===== src/inc/cani_regs.svh =====
// register map, field positions, reset values and counts of the
// integration and intermission block; definitions only
`ifndef CANI_REGS_SVH
`define CANI_REGS_SVH
// register byte offsets
`define CANI_CTRL_OFF 12'h000
`define CANI_NBTR_OFF 12'h004
`define CANI_STAT_OFF 12'h008
// control register fields
`define CANI_CTRL_INIT 0
`define CANI_CTRL_HALT_DIS 1
`define CANI_CTRL_EFE 2
`define CANI_CTRL_RST 32'h0000_0001
// nominal bit timing fields: seg2 [6:0], seg1 [14:8], prescaler [23:16]
`define CANI_NBTR_SEG2_LSB 0
`define CANI_NBTR_SEG1_LSB 8
`define CANI_NBTR_BRP_LSB 16
`define CANI_NBTR_RST 32'h0009_0F03
// status register fields
`define CANI_STAT_CRCERR 8
`define CANI_STAT_OVR 9
// bit counts
`define CANI_IDLE_BITS 4'hB
`define CANI_ERR_BITS 3'h6
`define CANI_INTERM_BITS 2'h3
// crc polynomials and start values
`define CANI_CRC15_POLY 15'h4599
`define CANI_CRC15_INIT 15'h0000
`define CANI_CRC17_POLY 17'h1685B
`define CANI_CRC17_INIT 17'h10000
`endif


===== src/inc/cani_pkg.sv =====
// types shared by the integration and intermission block
// assumes nothing of its surroundings
package cani_pkg;
   // protocol states, one-hot
   typedef enum logic [5:0] {
      CANI_OFF = 6'h01,
      CANI_INTEG = 6'h02,
      CANI_IDLE = 6'h04,
      CANI_FRAME = 6'h08,
      CANI_ERRF = 6'h10,
      CANI_INTERM = 6'h20
   } cani_state_e;
endpackage


===== src/logic/cani_core.sv =====
// integration, idle detection and intermission core of a can controller
// with an apb register slave; assumes a frame decoder outside that
// reports crc checks and frame ends and supplies transmit bits
`timescale 1ns/10ps
module cani_core
   import cani_pkg::*;
#(
   parameter int SEG_W = 7,
   parameter int BRP_W = 8
) (
   input wire logic pclk,
   input wire logic presetn,
   input wire logic psel,
   input wire logic penable,
   input wire logic pwrite,
   input wire logic [11:0] paddr,
   input wire logic [31:0] pwdata,
   output logic [31:0] prdata,
   output logic pready,
   output logic pslverr,
   input wire logic rxd,
   output logic txd,
   input wire logic tx_req,
   input wire logic tx_first_bit,
   input wire logic tx_bit,
   output logic tx_bit_next,
   input wire logic pexc,
   input wire logic frame_done,
   input wire logic crc_check,
   input wire logic fd_frame,
   input wire logic [16:0] rx_crc,
   output logic [16:0] crc_fd,
   output logic [14:0] crc_classic,
   output logic bus_idle,
   output logic rx_valid,
   input wire logic rx_ready,
   output logic rx_data
);
`include "cani_regs.svh"

   cani_state_e state_q, state_d;
   logic [31:0] ctrl_q, nbtr_q, prdata_q;
   logic ack_q, crc_err_q, ovr_q;
   logic [BRP_W-1:0] pre_q;
   logic [SEG_W+1:0] q_q;
   logic [3:0] idle_q;
   logic [2:0] bcnt_q;
   logic tx_role_q, first_q, rx_prev_q, txd_q;
   logic [16:0] crc_fd_q;
   logic [14:0] crc_cl_q;

   // apb decode; one wait cycle, registered read data
   wire hit_ctrl = paddr == `CANI_CTRL_OFF;
   wire hit_nbtr = paddr == `CANI_NBTR_OFF;
   wire hit_stat = paddr == `CANI_STAT_OFF;
   wire mapped = hit_ctrl | hit_nbtr | hit_stat;
   wire acc = psel && penable && ack_q;
   wire wr_ctrl = acc && pwrite && hit_ctrl;
   wire wr_nbtr = acc && pwrite && hit_nbtr;
   wire wr_stat = acc && pwrite && hit_stat;
   wire [31:0] stat_v = {22'h0, ovr_q, crc_err_q, 2'h0, state_q};
   wire [31:0] rd_mux = hit_ctrl ? ctrl_q : hit_nbtr ? nbtr_q :
                        hit_stat ? stat_v : 32'h0000_0000;
   assign pready = psel && penable && ack_q;
   assign pslverr = pready && !mapped;
   assign prdata = prdata_q;

   // control fields
   wire init_hold_bit = ctrl_q[`CANI_CTRL_INIT];
   wire protocol_exception_halt_disable = ctrl_q[`CANI_CTRL_HALT_DIS];
   wire edge_filter_enable = ctrl_q[`CANI_CTRL_EFE];
   wire [SEG_W-1:0] seg2_f = nbtr_q[`CANI_NBTR_SEG2_LSB +: SEG_W];
   wire [SEG_W-1:0] seg1_f = nbtr_q[`CANI_NBTR_SEG1_LSB +: SEG_W];
   wire [BRP_W-1:0] brp_f = nbtr_q[`CANI_NBTR_BRP_LSB +: BRP_W];

   // bus side registers; hardware sets of sticky flags win over clears
   always_ff @(posedge pclk or negedge presetn) begin
      if (!presetn) begin
         ack_q <= 1'b0;
         prdata_q <= 32'h0000_0000;
         ctrl_q <= `CANI_CTRL_RST;
         nbtr_q <= `CANI_NBTR_RST;
      end else begin
         ack_q <= psel && penable && !ack_q;
         if (psel && !penable) prdata_q <= rd_mux;
         if (wr_ctrl) ctrl_q <= pwdata & 32'h0000_0007;
         // exception halt sets the init bit even against a write
         if (pexc && protocol_exception_halt_disable)
            ctrl_q[`CANI_CTRL_INIT] <= 1'b1;
         if (wr_nbtr) nbtr_q <= pwdata & 32'h00FF_7F7F;
      end
   end

   // time quantum enable from the prescaler
   // >= so a prescaler shrunk mid-count does not wait for a wrap
   wire tq_en = pre_q >= brp_f;
   always_ff @(posedge pclk or negedge presetn) begin
      if (!presetn) pre_q <= '0;
      else pre_q <= tq_en ? '0 : pre_q + 1'b1;
   end

   // edge filter works only while integrating
   wire filt_on = edge_filter_enable && state_q == CANI_INTEG;
   logic rx_bt;
   cani_edge_filter u_filt (
      .pclk(pclk),
      .presetn(presetn),
      .tq_en(tq_en),
      .filt_on(filt_on),
      .rxd(rxd),
      .rx_bt(rx_bt)
   );

   // bit timing: sync quantum, seg1 of field+1, seg2 of field+1
   wire [SEG_W+1:0] samp_at = {2'b00, seg1_f} + 1'b1;
   wire [SEG_W+1:0] bit_last = samp_at + {2'b00, seg2_f} + 1'b1;
   wire hard_sync = rx_prev_q && !rx_bt && (state_q == CANI_IDLE ||
                    state_q == CANI_INTEG || state_q == CANI_INTERM);
   wire samp = tq_en && q_q == samp_at;
   wire bit_end = tq_en && q_q == bit_last;
   always_ff @(posedge pclk or negedge presetn) begin
      if (!presetn) begin
         q_q <= '0;
         rx_prev_q <= 1'b1;
      end else if (tq_en) begin
         rx_prev_q <= rx_bt;
         q_q <= hard_sync ? (SEG_W+2)'(1) :
                (q_q == bit_last ? '0 : q_q + 1'b1);
      end
   end

   // events of the state machine
   wire idle_hit = samp && rx_bt && idle_q == `CANI_IDLE_BITS - 1'b1;
   wire third_dom = samp && !rx_bt && bcnt_q == `CANI_INTERM_BITS - 1'b1;
   wire start_tx3 = state_q == CANI_INTERM && third_dom && tx_req;
   wire sof_rx = state_q == CANI_IDLE && samp && !rx_bt;
   wire sof_tx = state_q == CANI_IDLE && bit_end && tx_req;
   wire sof_evt = sof_rx | sof_tx | start_tx3 |
                  (state_q == CANI_INTERM && third_dom);
   wire crc_bad = crc_check && fd_frame && crc_fd_q != rx_crc;

   // protocol state transitions
   always_comb begin
      state_d = state_q;
      case (state_q)
         CANI_OFF: begin
            if (!init_hold_bit) state_d = CANI_INTEG;
         end
         CANI_INTEG: begin
            if (idle_hit) state_d = CANI_IDLE;
         end
         CANI_IDLE: begin
            if (sof_rx || sof_tx) state_d = CANI_FRAME;
         end
         CANI_FRAME: begin
            if (crc_bad) state_d = CANI_ERRF;
            else if (frame_done) state_d = CANI_INTERM;
         end
         CANI_ERRF: begin
            if (bit_end && bcnt_q == `CANI_ERR_BITS - 1'b1)
               state_d = CANI_INTERM;
         end
         CANI_INTERM: begin
            if (third_dom) state_d = CANI_FRAME;
            else if (bit_end && bcnt_q == `CANI_INTERM_BITS - 1'b1)
               state_d = CANI_IDLE;
         end
         default: state_d = CANI_OFF;
      endcase
      if (init_hold_bit) state_d = CANI_OFF;
      else if (pexc && state_q != CANI_OFF &&
               !protocol_exception_halt_disable)
         state_d = CANI_INTEG;
   end

   // state, idle counter and bit counter
   always_ff @(posedge pclk or negedge presetn) begin
      if (!presetn) begin
         state_q <= CANI_OFF;
         idle_q <= 4'h0;
         bcnt_q <= 3'h0;
      end else begin
         state_q <= state_d;
         if (state_q != CANI_INTEG) idle_q <= 4'h0;
         else if (samp) idle_q <= rx_bt ? idle_q + 1'b1 : 4'h0;
         if (state_d != state_q) bcnt_q <= 3'h0;
         else if (bit_end) bcnt_q <= bcnt_q + 1'b1;
      end
   end

   // transmit side: sof, first identifier bit, then the decoder's bits
   wire load_bit = bit_end && tx_role_q && state_q == CANI_FRAME;
   always_ff @(posedge pclk or negedge presetn) begin
      if (!presetn) begin
         tx_role_q <= 1'b0;
         first_q <= 1'b0;
         txd_q <= 1'b1;
      end else begin
         if (sof_tx || start_tx3) begin
            tx_role_q <= 1'b1;
            first_q <= 1'b1;
            txd_q <= !sof_tx; // dominant sof from idle
         end else if (state_q != CANI_FRAME) begin
            tx_role_q <= 1'b0;
            first_q <= 1'b0;
            txd_q <= !(state_q == CANI_ERRF);
         end else if (load_bit) begin
            first_q <= 1'b0;
            txd_q <= first_q ? tx_first_bit : tx_bit;
         end
      end
   end
   assign txd = txd_q;
   assign tx_bit_next = load_bit && !first_q;

   // fd and classic crc, both cleared at frame start and kept apart
   wire fb17 = rx_bt ^ crc_fd_q[16];
   wire fb15 = rx_bt ^ crc_cl_q[14];
   always_ff @(posedge pclk or negedge presetn) begin
      if (!presetn) begin
         crc_fd_q <= `CANI_CRC17_INIT;
         crc_cl_q <= `CANI_CRC15_INIT;
      end else if (sof_evt) begin
         crc_fd_q <= `CANI_CRC17_INIT;
         crc_cl_q <= `CANI_CRC15_INIT;
      end else if (samp && state_q == CANI_FRAME) begin
         crc_fd_q <= {crc_fd_q[15:0], 1'b0} ^ (fb17 ? `CANI_CRC17_POLY : '0);
         crc_cl_q <= {crc_cl_q[13:0], 1'b0} ^ (fb15 ? `CANI_CRC15_POLY : '0);
      end
   end
   assign crc_fd = crc_fd_q;
   assign crc_classic = crc_cl_q;

   // sticky faults, write one to clear; a new event wins
   wire rx_push = samp && state_q == CANI_FRAME;
   logic rx_in_ready;
   always_ff @(posedge pclk or negedge presetn) begin
      if (!presetn) begin
         crc_err_q <= 1'b0;
         ovr_q <= 1'b0;
      end else begin
         crc_err_q <= (state_q == CANI_FRAME && crc_bad) ||
                      (crc_err_q && !(wr_stat && pwdata[`CANI_STAT_CRCERR]));
         ovr_q <= (rx_push && !rx_in_ready) ||
                  (ovr_q && !(wr_stat && pwdata[`CANI_STAT_OVR]));
      end
   end
   assign bus_idle = state_q == CANI_IDLE;

   // received bits towards the frame decoder
   cani_buf2 #(.WIDTH(1)) u_rxbuf (
      .pclk(pclk),
      .presetn(presetn),
      .in_valid(rx_push),
      .in_ready(rx_in_ready),
      .in_data(rx_bt),
      .out_valid(rx_valid),
      .out_ready(rx_ready),
      .out_data(rx_data)
   );
endmodule


===== src/logic/cani_edge_filter.sv =====
// edge filter between the receive pin and the bit timing logic
// assumes tq_en is a one-cycle pulse per time quantum on pclk
`timescale 1ns/10ps
module cani_edge_filter
   import cani_pkg::*;
(
   input wire logic pclk,
   input wire logic presetn,
   input wire logic tq_en,
   input wire logic filt_on,
   input wire logic rxd,
   output logic rx_bt
);
   logic prev_dom_q;
   logic filt_q;
   // a dominant level passes only once seen on two tq strobes in a row
   always_ff @(posedge pclk or negedge presetn) begin
      if (!presetn) begin
         prev_dom_q <= 1'b0;
         filt_q <= 1'b1;
      end else if (tq_en) begin
         prev_dom_q <= !rxd;
         filt_q <= rxd | !prev_dom_q;
      end
   end
   // filtered view only while enabled, else the raw pin
   assign rx_bt = filt_on ? filt_q : rxd;
endmodule


===== src/logic/cani_buf2.sv =====
// two-entry buffer with valid and ready on both sides
// assumes a single clock; the writer honours in_ready
`timescale 1ns/10ps
module cani_buf2
   import cani_pkg::*;
#(
   parameter int WIDTH = 1
) (
   input wire logic pclk,
   input wire logic presetn,
   input wire logic in_valid,
   output logic in_ready,
   input wire logic [WIDTH-1:0] in_data,
   output logic out_valid,
   input wire logic out_ready,
   output logic [WIDTH-1:0] out_data
);
   logic [WIDTH-1:0] mem_q [2];
   logic rd_q;
   logic wr_q;
   logic [1:0] cnt_q;
   wire push = in_valid && in_ready;
   wire pop = out_valid && out_ready;
   assign in_ready = cnt_q != 2'h2;
   assign out_valid = cnt_q != 2'h0;
   assign out_data = mem_q[rd_q];
   // pointers, fill count and storage
   always_ff @(posedge pclk or negedge presetn) begin
      if (!presetn) begin
         rd_q <= 1'b0;
         wr_q <= 1'b0;
         cnt_q <= 2'h0;
         mem_q[0] <= '0;
         mem_q[1] <= '0;
      end else begin
         if (push) mem_q[wr_q] <= in_data;
         if (push) wr_q <= !wr_q;
         if (pop) rd_q <= !rd_q;
         cnt_q <= cnt_q + {1'b0, push} - {1'b0, pop};
      end
   end
endmodule


===== config.mk =====
export PLATFORM = sky130hd
export DESIGN_NAME = cani_core
export DESIGN_NICKNAME = d
export VERILOG_FILES = /design/src/inc/cani_pkg.sv /design/src/logic/cani_core.sv /design/src/logic/cani_edge_filter.sv /design/src/logic/cani_buf2.sv
export VERILOG_INCLUDE_DIRS = /design/src /design/src/inc
export SDC_FILE = /design/constraint.sdc
export NUM_CORES = 1
export LEC_CHECK = 0
export ABC_AREA = 0
export ABC_CLOCK_PERIOD_IN_PS = 4500
export BUFFER_PORTS_ARGS = -buffer_cell sky130_fd_sc_hd__buf_2
export CORE_MARGIN = 4
export CORE_UTILIZATION = 30
export CTS_CLUSTER_SIZE = 40
export DETAILED_ROUTE_END_ITERATION = 16
export SLEW_MARGIN = 10
export SYNTH_ARGS = -nofsm -noshare
export SYNTH_HDL_FRONTEND = slang
export SYNTH_SLANG_ARGS = --single-unit
export TNS_END_PERCENT = 30

===== constraint.sdc =====
create_clock -name pclk -period 4.5 [get_ports pclk]
set_clock_uncertainty 0.05 [all_clocks]
set_input_delay 0.9 -clock pclk [delete_from_list [all_inputs] [get_ports pclk]]
set_output_delay 0.9 -clock pclk [all_outputs]
set_load 0.005 [all_outputs]

==> summary.md <==
| Metric | Value |
|---|---|
| Run status | completed |
| Cell Rows | 56 |
| CP max-delay cell | dfstp_2 |
| Htree depth | 4 |
| Clock Tree Root | clkbuf_16 |
| Crit start category | flop |
| Fillers | 2396 |
| Max_cap viols | 0 |
| Worst VDD drop | 0.2063 mV |
| Placement Setup Slack | 516.3 ps |
| Vias | 5806 |
| Clock slew at reported path FFs | 60 ps |
| Crit path from | nbtr_q[8] |
| CP endpoint kind | primary output |
| Most used cell along the critical path | xnor2_1 |
| Cell area after synthesis | 7168 um^2 |
| Die width | 162.6 um |
| Ys flop type | dfrtp_1 |
| TNS Setup | 0 ps |
| Sw Share | 26.81% |
| CTS tree | done |
| R2r worst-path depth | 14 |
| First-pass GRT wire length | 29.35 mm |
| Synth-to-Final Area Change | 24.02% |
| Worst hold path endpoint | ack_q |
| Worst path arrival time | 3370 ps |
| Initial antenna violation count | 1 |
| Vias in the first global route | 5746 |
| Dpl hpwl | 13.04 mm |
| Die height | 162.6 um |
| Antenna-violating nets left | 0 |
| Final net count | 988 |
| Crit-path max cell delay | 580 ps |
| Slew HR | 33.82% |
| Post-Syn Instances | 762 |
| CTS sink cnt | 124 |
| Layout cell share with drive strength beyond 1 | 27.87% |
| Initial DRC count | 292 |
| CP Class | flop to primary output |
| Deepest clock path buffer count | 2 |
| Ys async rst share | 100.0% |
| Flop pwr share | 38.0% |
| Hold path startpoint | ack_q |
| Least-Margin Pin Slew | 985.7 ps |
| Syn Area/Cell | 9.407 um^2 |
| DIE AREA | 26430 um^2 |
| Fin. Hold Viols | 0 |
| # diodes | 0 |
| CTS Buf Count | 17 |
| Hold_buf cts | 0 |
| DR WL/cell | 14.93 um |
| Setup-violating endpoint count in the final report | 0 |
| Critical Path Fanout Max | 6 |
| Setup ws final | 176.5 ps |
| RR Startpoint | nbtr_q[8] |
| Hold WS | 365.5 ps |
| Highest Clock Rate | 231.3 MHz |
| Clk network pwr share | 47.9% |
| Net load switching power | 879.9 uW |
| RSZ-0062 raised after global routing | no |
| R2R setup slack | 590 ps |
| Core box area | 23470 um^2 |
| Tmin final | 4323 ps |
| Internal power | 2402 uW |
| CP Data Required Time | 3550 ps |
| Vias per cell | 4.775 |
| Detailed Routing Iterations Pass 1 | 5 |
| IO Port Bufs | 125 |
| Pwr dens | 369.1 nW/um^2 |
| Combinational share of power | 14.2% |
| WHS Path Cells | 1 |
| # DRC | 0 |
| RePlAce Congestion | 0.8831 |
| Lkg Pwr | 0.003890 uW |
| Clock latency on the worst-skew pair | 420 ps |
| Min-Delay Path Class | flop to flop |
| Sequential fraction of the synthesis area | 43.53% |
| Total Wirelength | 18.15 mm |
| Overall power | 3282 uW |
| Register bit total from synthesis | 124 |
| EDFF count, synth | 0 |
| I/O pins | 146 |
| Yosys Warn Count | 0 |
| GRT Total Usage | 13.75% |
| Max Slew Vio Count | 0 |
| Synth cell types | 70 |
| Largest net degree at the start of global routing | 69 |
| Layout Utilization | 37.87% |
| Crit path cell chain | ha_2, nand3_2, nor2_2, xor2_1, ha_1, xnor2_1, xnor2_1, and3_1, nand4_1, nor4_2, buf_2 |
| Reg2reg end | crc_classic[4] |
| Initial core utilization | 30.54% |
| Total congestion overflow | 0 |
| Period Utilization, post-route | 96.08% |
[stage by stage]
step	area (um^2)	cells
floorplan	7202	771
global placement	8083	1179
detailed placement	8083	1179
CTS	8752	1210
global route	8890	1216
finish	8890	1216
[how the worst max path moves through the flow]
| stage | depth (start not counted) | end |
|---|---|---|
| after floorplan | 12 | tx_bit_next |
| after global placement | 12 | tx_bit_next |
| after detailed placement | 12 | tx_bit_next |
| after CTS | 12 | tx_bit_next |
| after global routing | 12 | tx_bit_next |
| final | 11 | tx_bit_next |
[logic make-up (layout without fill, tap and decap cells)]
family / after synthesis / after routing / share of synthesized area, %
AND/OR/NAND/NOR: 270 / 270 / 18.17
AO/OA/AOI/OAI: 157 / 157 / 13.88
flip-flops: 124 / 124 / 43.53
XOR/XNOR: 76 / 76 / 9.478
buffers and inverters: 72 / 198 / 4.591
multiplexers: 34 / 34 / 5.306
adder cells (fa/ha/maj): 28 / 28 / 4.992
other: 1 / 10 / 0.05231
[power by group through the flow]
stage / Combinational (uW) / Sequential (uW) / Clock, uW
6_report: 465 / 1250 / 1570
3_3_place_gp: 455 / 1260 / 0
3_5_place_dp: 465 / 1270 / 0
5_1_grt: 530 / 1260 / 1660
4_1_cts: 467 / 1250 / 1610
2_1_floorplan: 348 / 1230 / 0
[repair_timing]
item,in CTS,in global routing
setup buffers,0,6
endpoints found under the setup margin,0,1
resized for setup,0,17
[layer usage]
layer / vias to the layer above / share of wire [%] / global-route usage [%]
li1: 2861 / - / -
met1: 2772 / 45 / 17.95
met2: 154 / 48 / 23.00
met3: 17 / 5.6 / 3.923
met4: 2 / 0.88 / 2.669
met5: - / 0.039 / 0
[cells in the final DEF, fill, tap and decap left out, types with 15 or more instances in the layout]
cell	count
buf_2	124
nand2_1	121
dfrtp_1	110
xnor2_1	56
o21ai_0	50
nor2_1	47
a21oi_1	38
mux2_2	29
inv_1	27
ha_1	25
a211oi_1	17
nand3_1	17
clkbuf_16	17
xor2_1	15
[synth_stat cells, drive strengths merged, types with 7 or more instances]
cell type  number  area, um^2
a211oi         18       140.1
o21ai          54       274.0
a31oi           7       43.79
clkbuf         20       75.07
nor2           51       198.9
xnor2          58       508.0
nand4           9       56.30
nand3          18       90.09
a22oi           9       67.56
nand2         122       460.5
mux2           29       326.6
dfrtp         110        2753
and3           12       75.07
xor2           17       148.9
nand2b         10       62.56
ha             27       337.8
inv            27       101.4
buf            24       148.9
nor3           13       76.33
dfstp          14       367.9
a21oi          41       209.0
[flip-flops by register name (all words and copies together) (netlist names), 4 cells and up]
register and count:
crc_classic 15, crc_fd 17, state_q 6, idle_q 4
q_q 9, nbtr_q 22, prdata 22, pre_q 8
[worst max-delay path, delay by kind of cell (launching register included)]
family / cells / cell delay [ps]
XOR/XNOR: 3 / 680
adder cells (fa/ha/maj): 2 / 530
buffers and inverters: 1 / 160
flip-flops: 1 / 580
AND/OR/NAND/NOR: 5 / 990
[cell type report]
cell class / instances / area, um^2 / area share (%)
Tap cell: 319 / 399.1 / 4.490
Sequential cell: 124 / 3120 / 35.10
Clock buffer: 17 / 425.4 / 4.785
Inverter: 28 / 105.1 / 1.182
Clock inverter: 14 / 244.0 / 2.745
Multi-Input combinational cell: 575 / 3850 / 43.31
Timing Repair Buffer: 139 / 745.7 / 8.388
(Power assumes the default switching activity.)
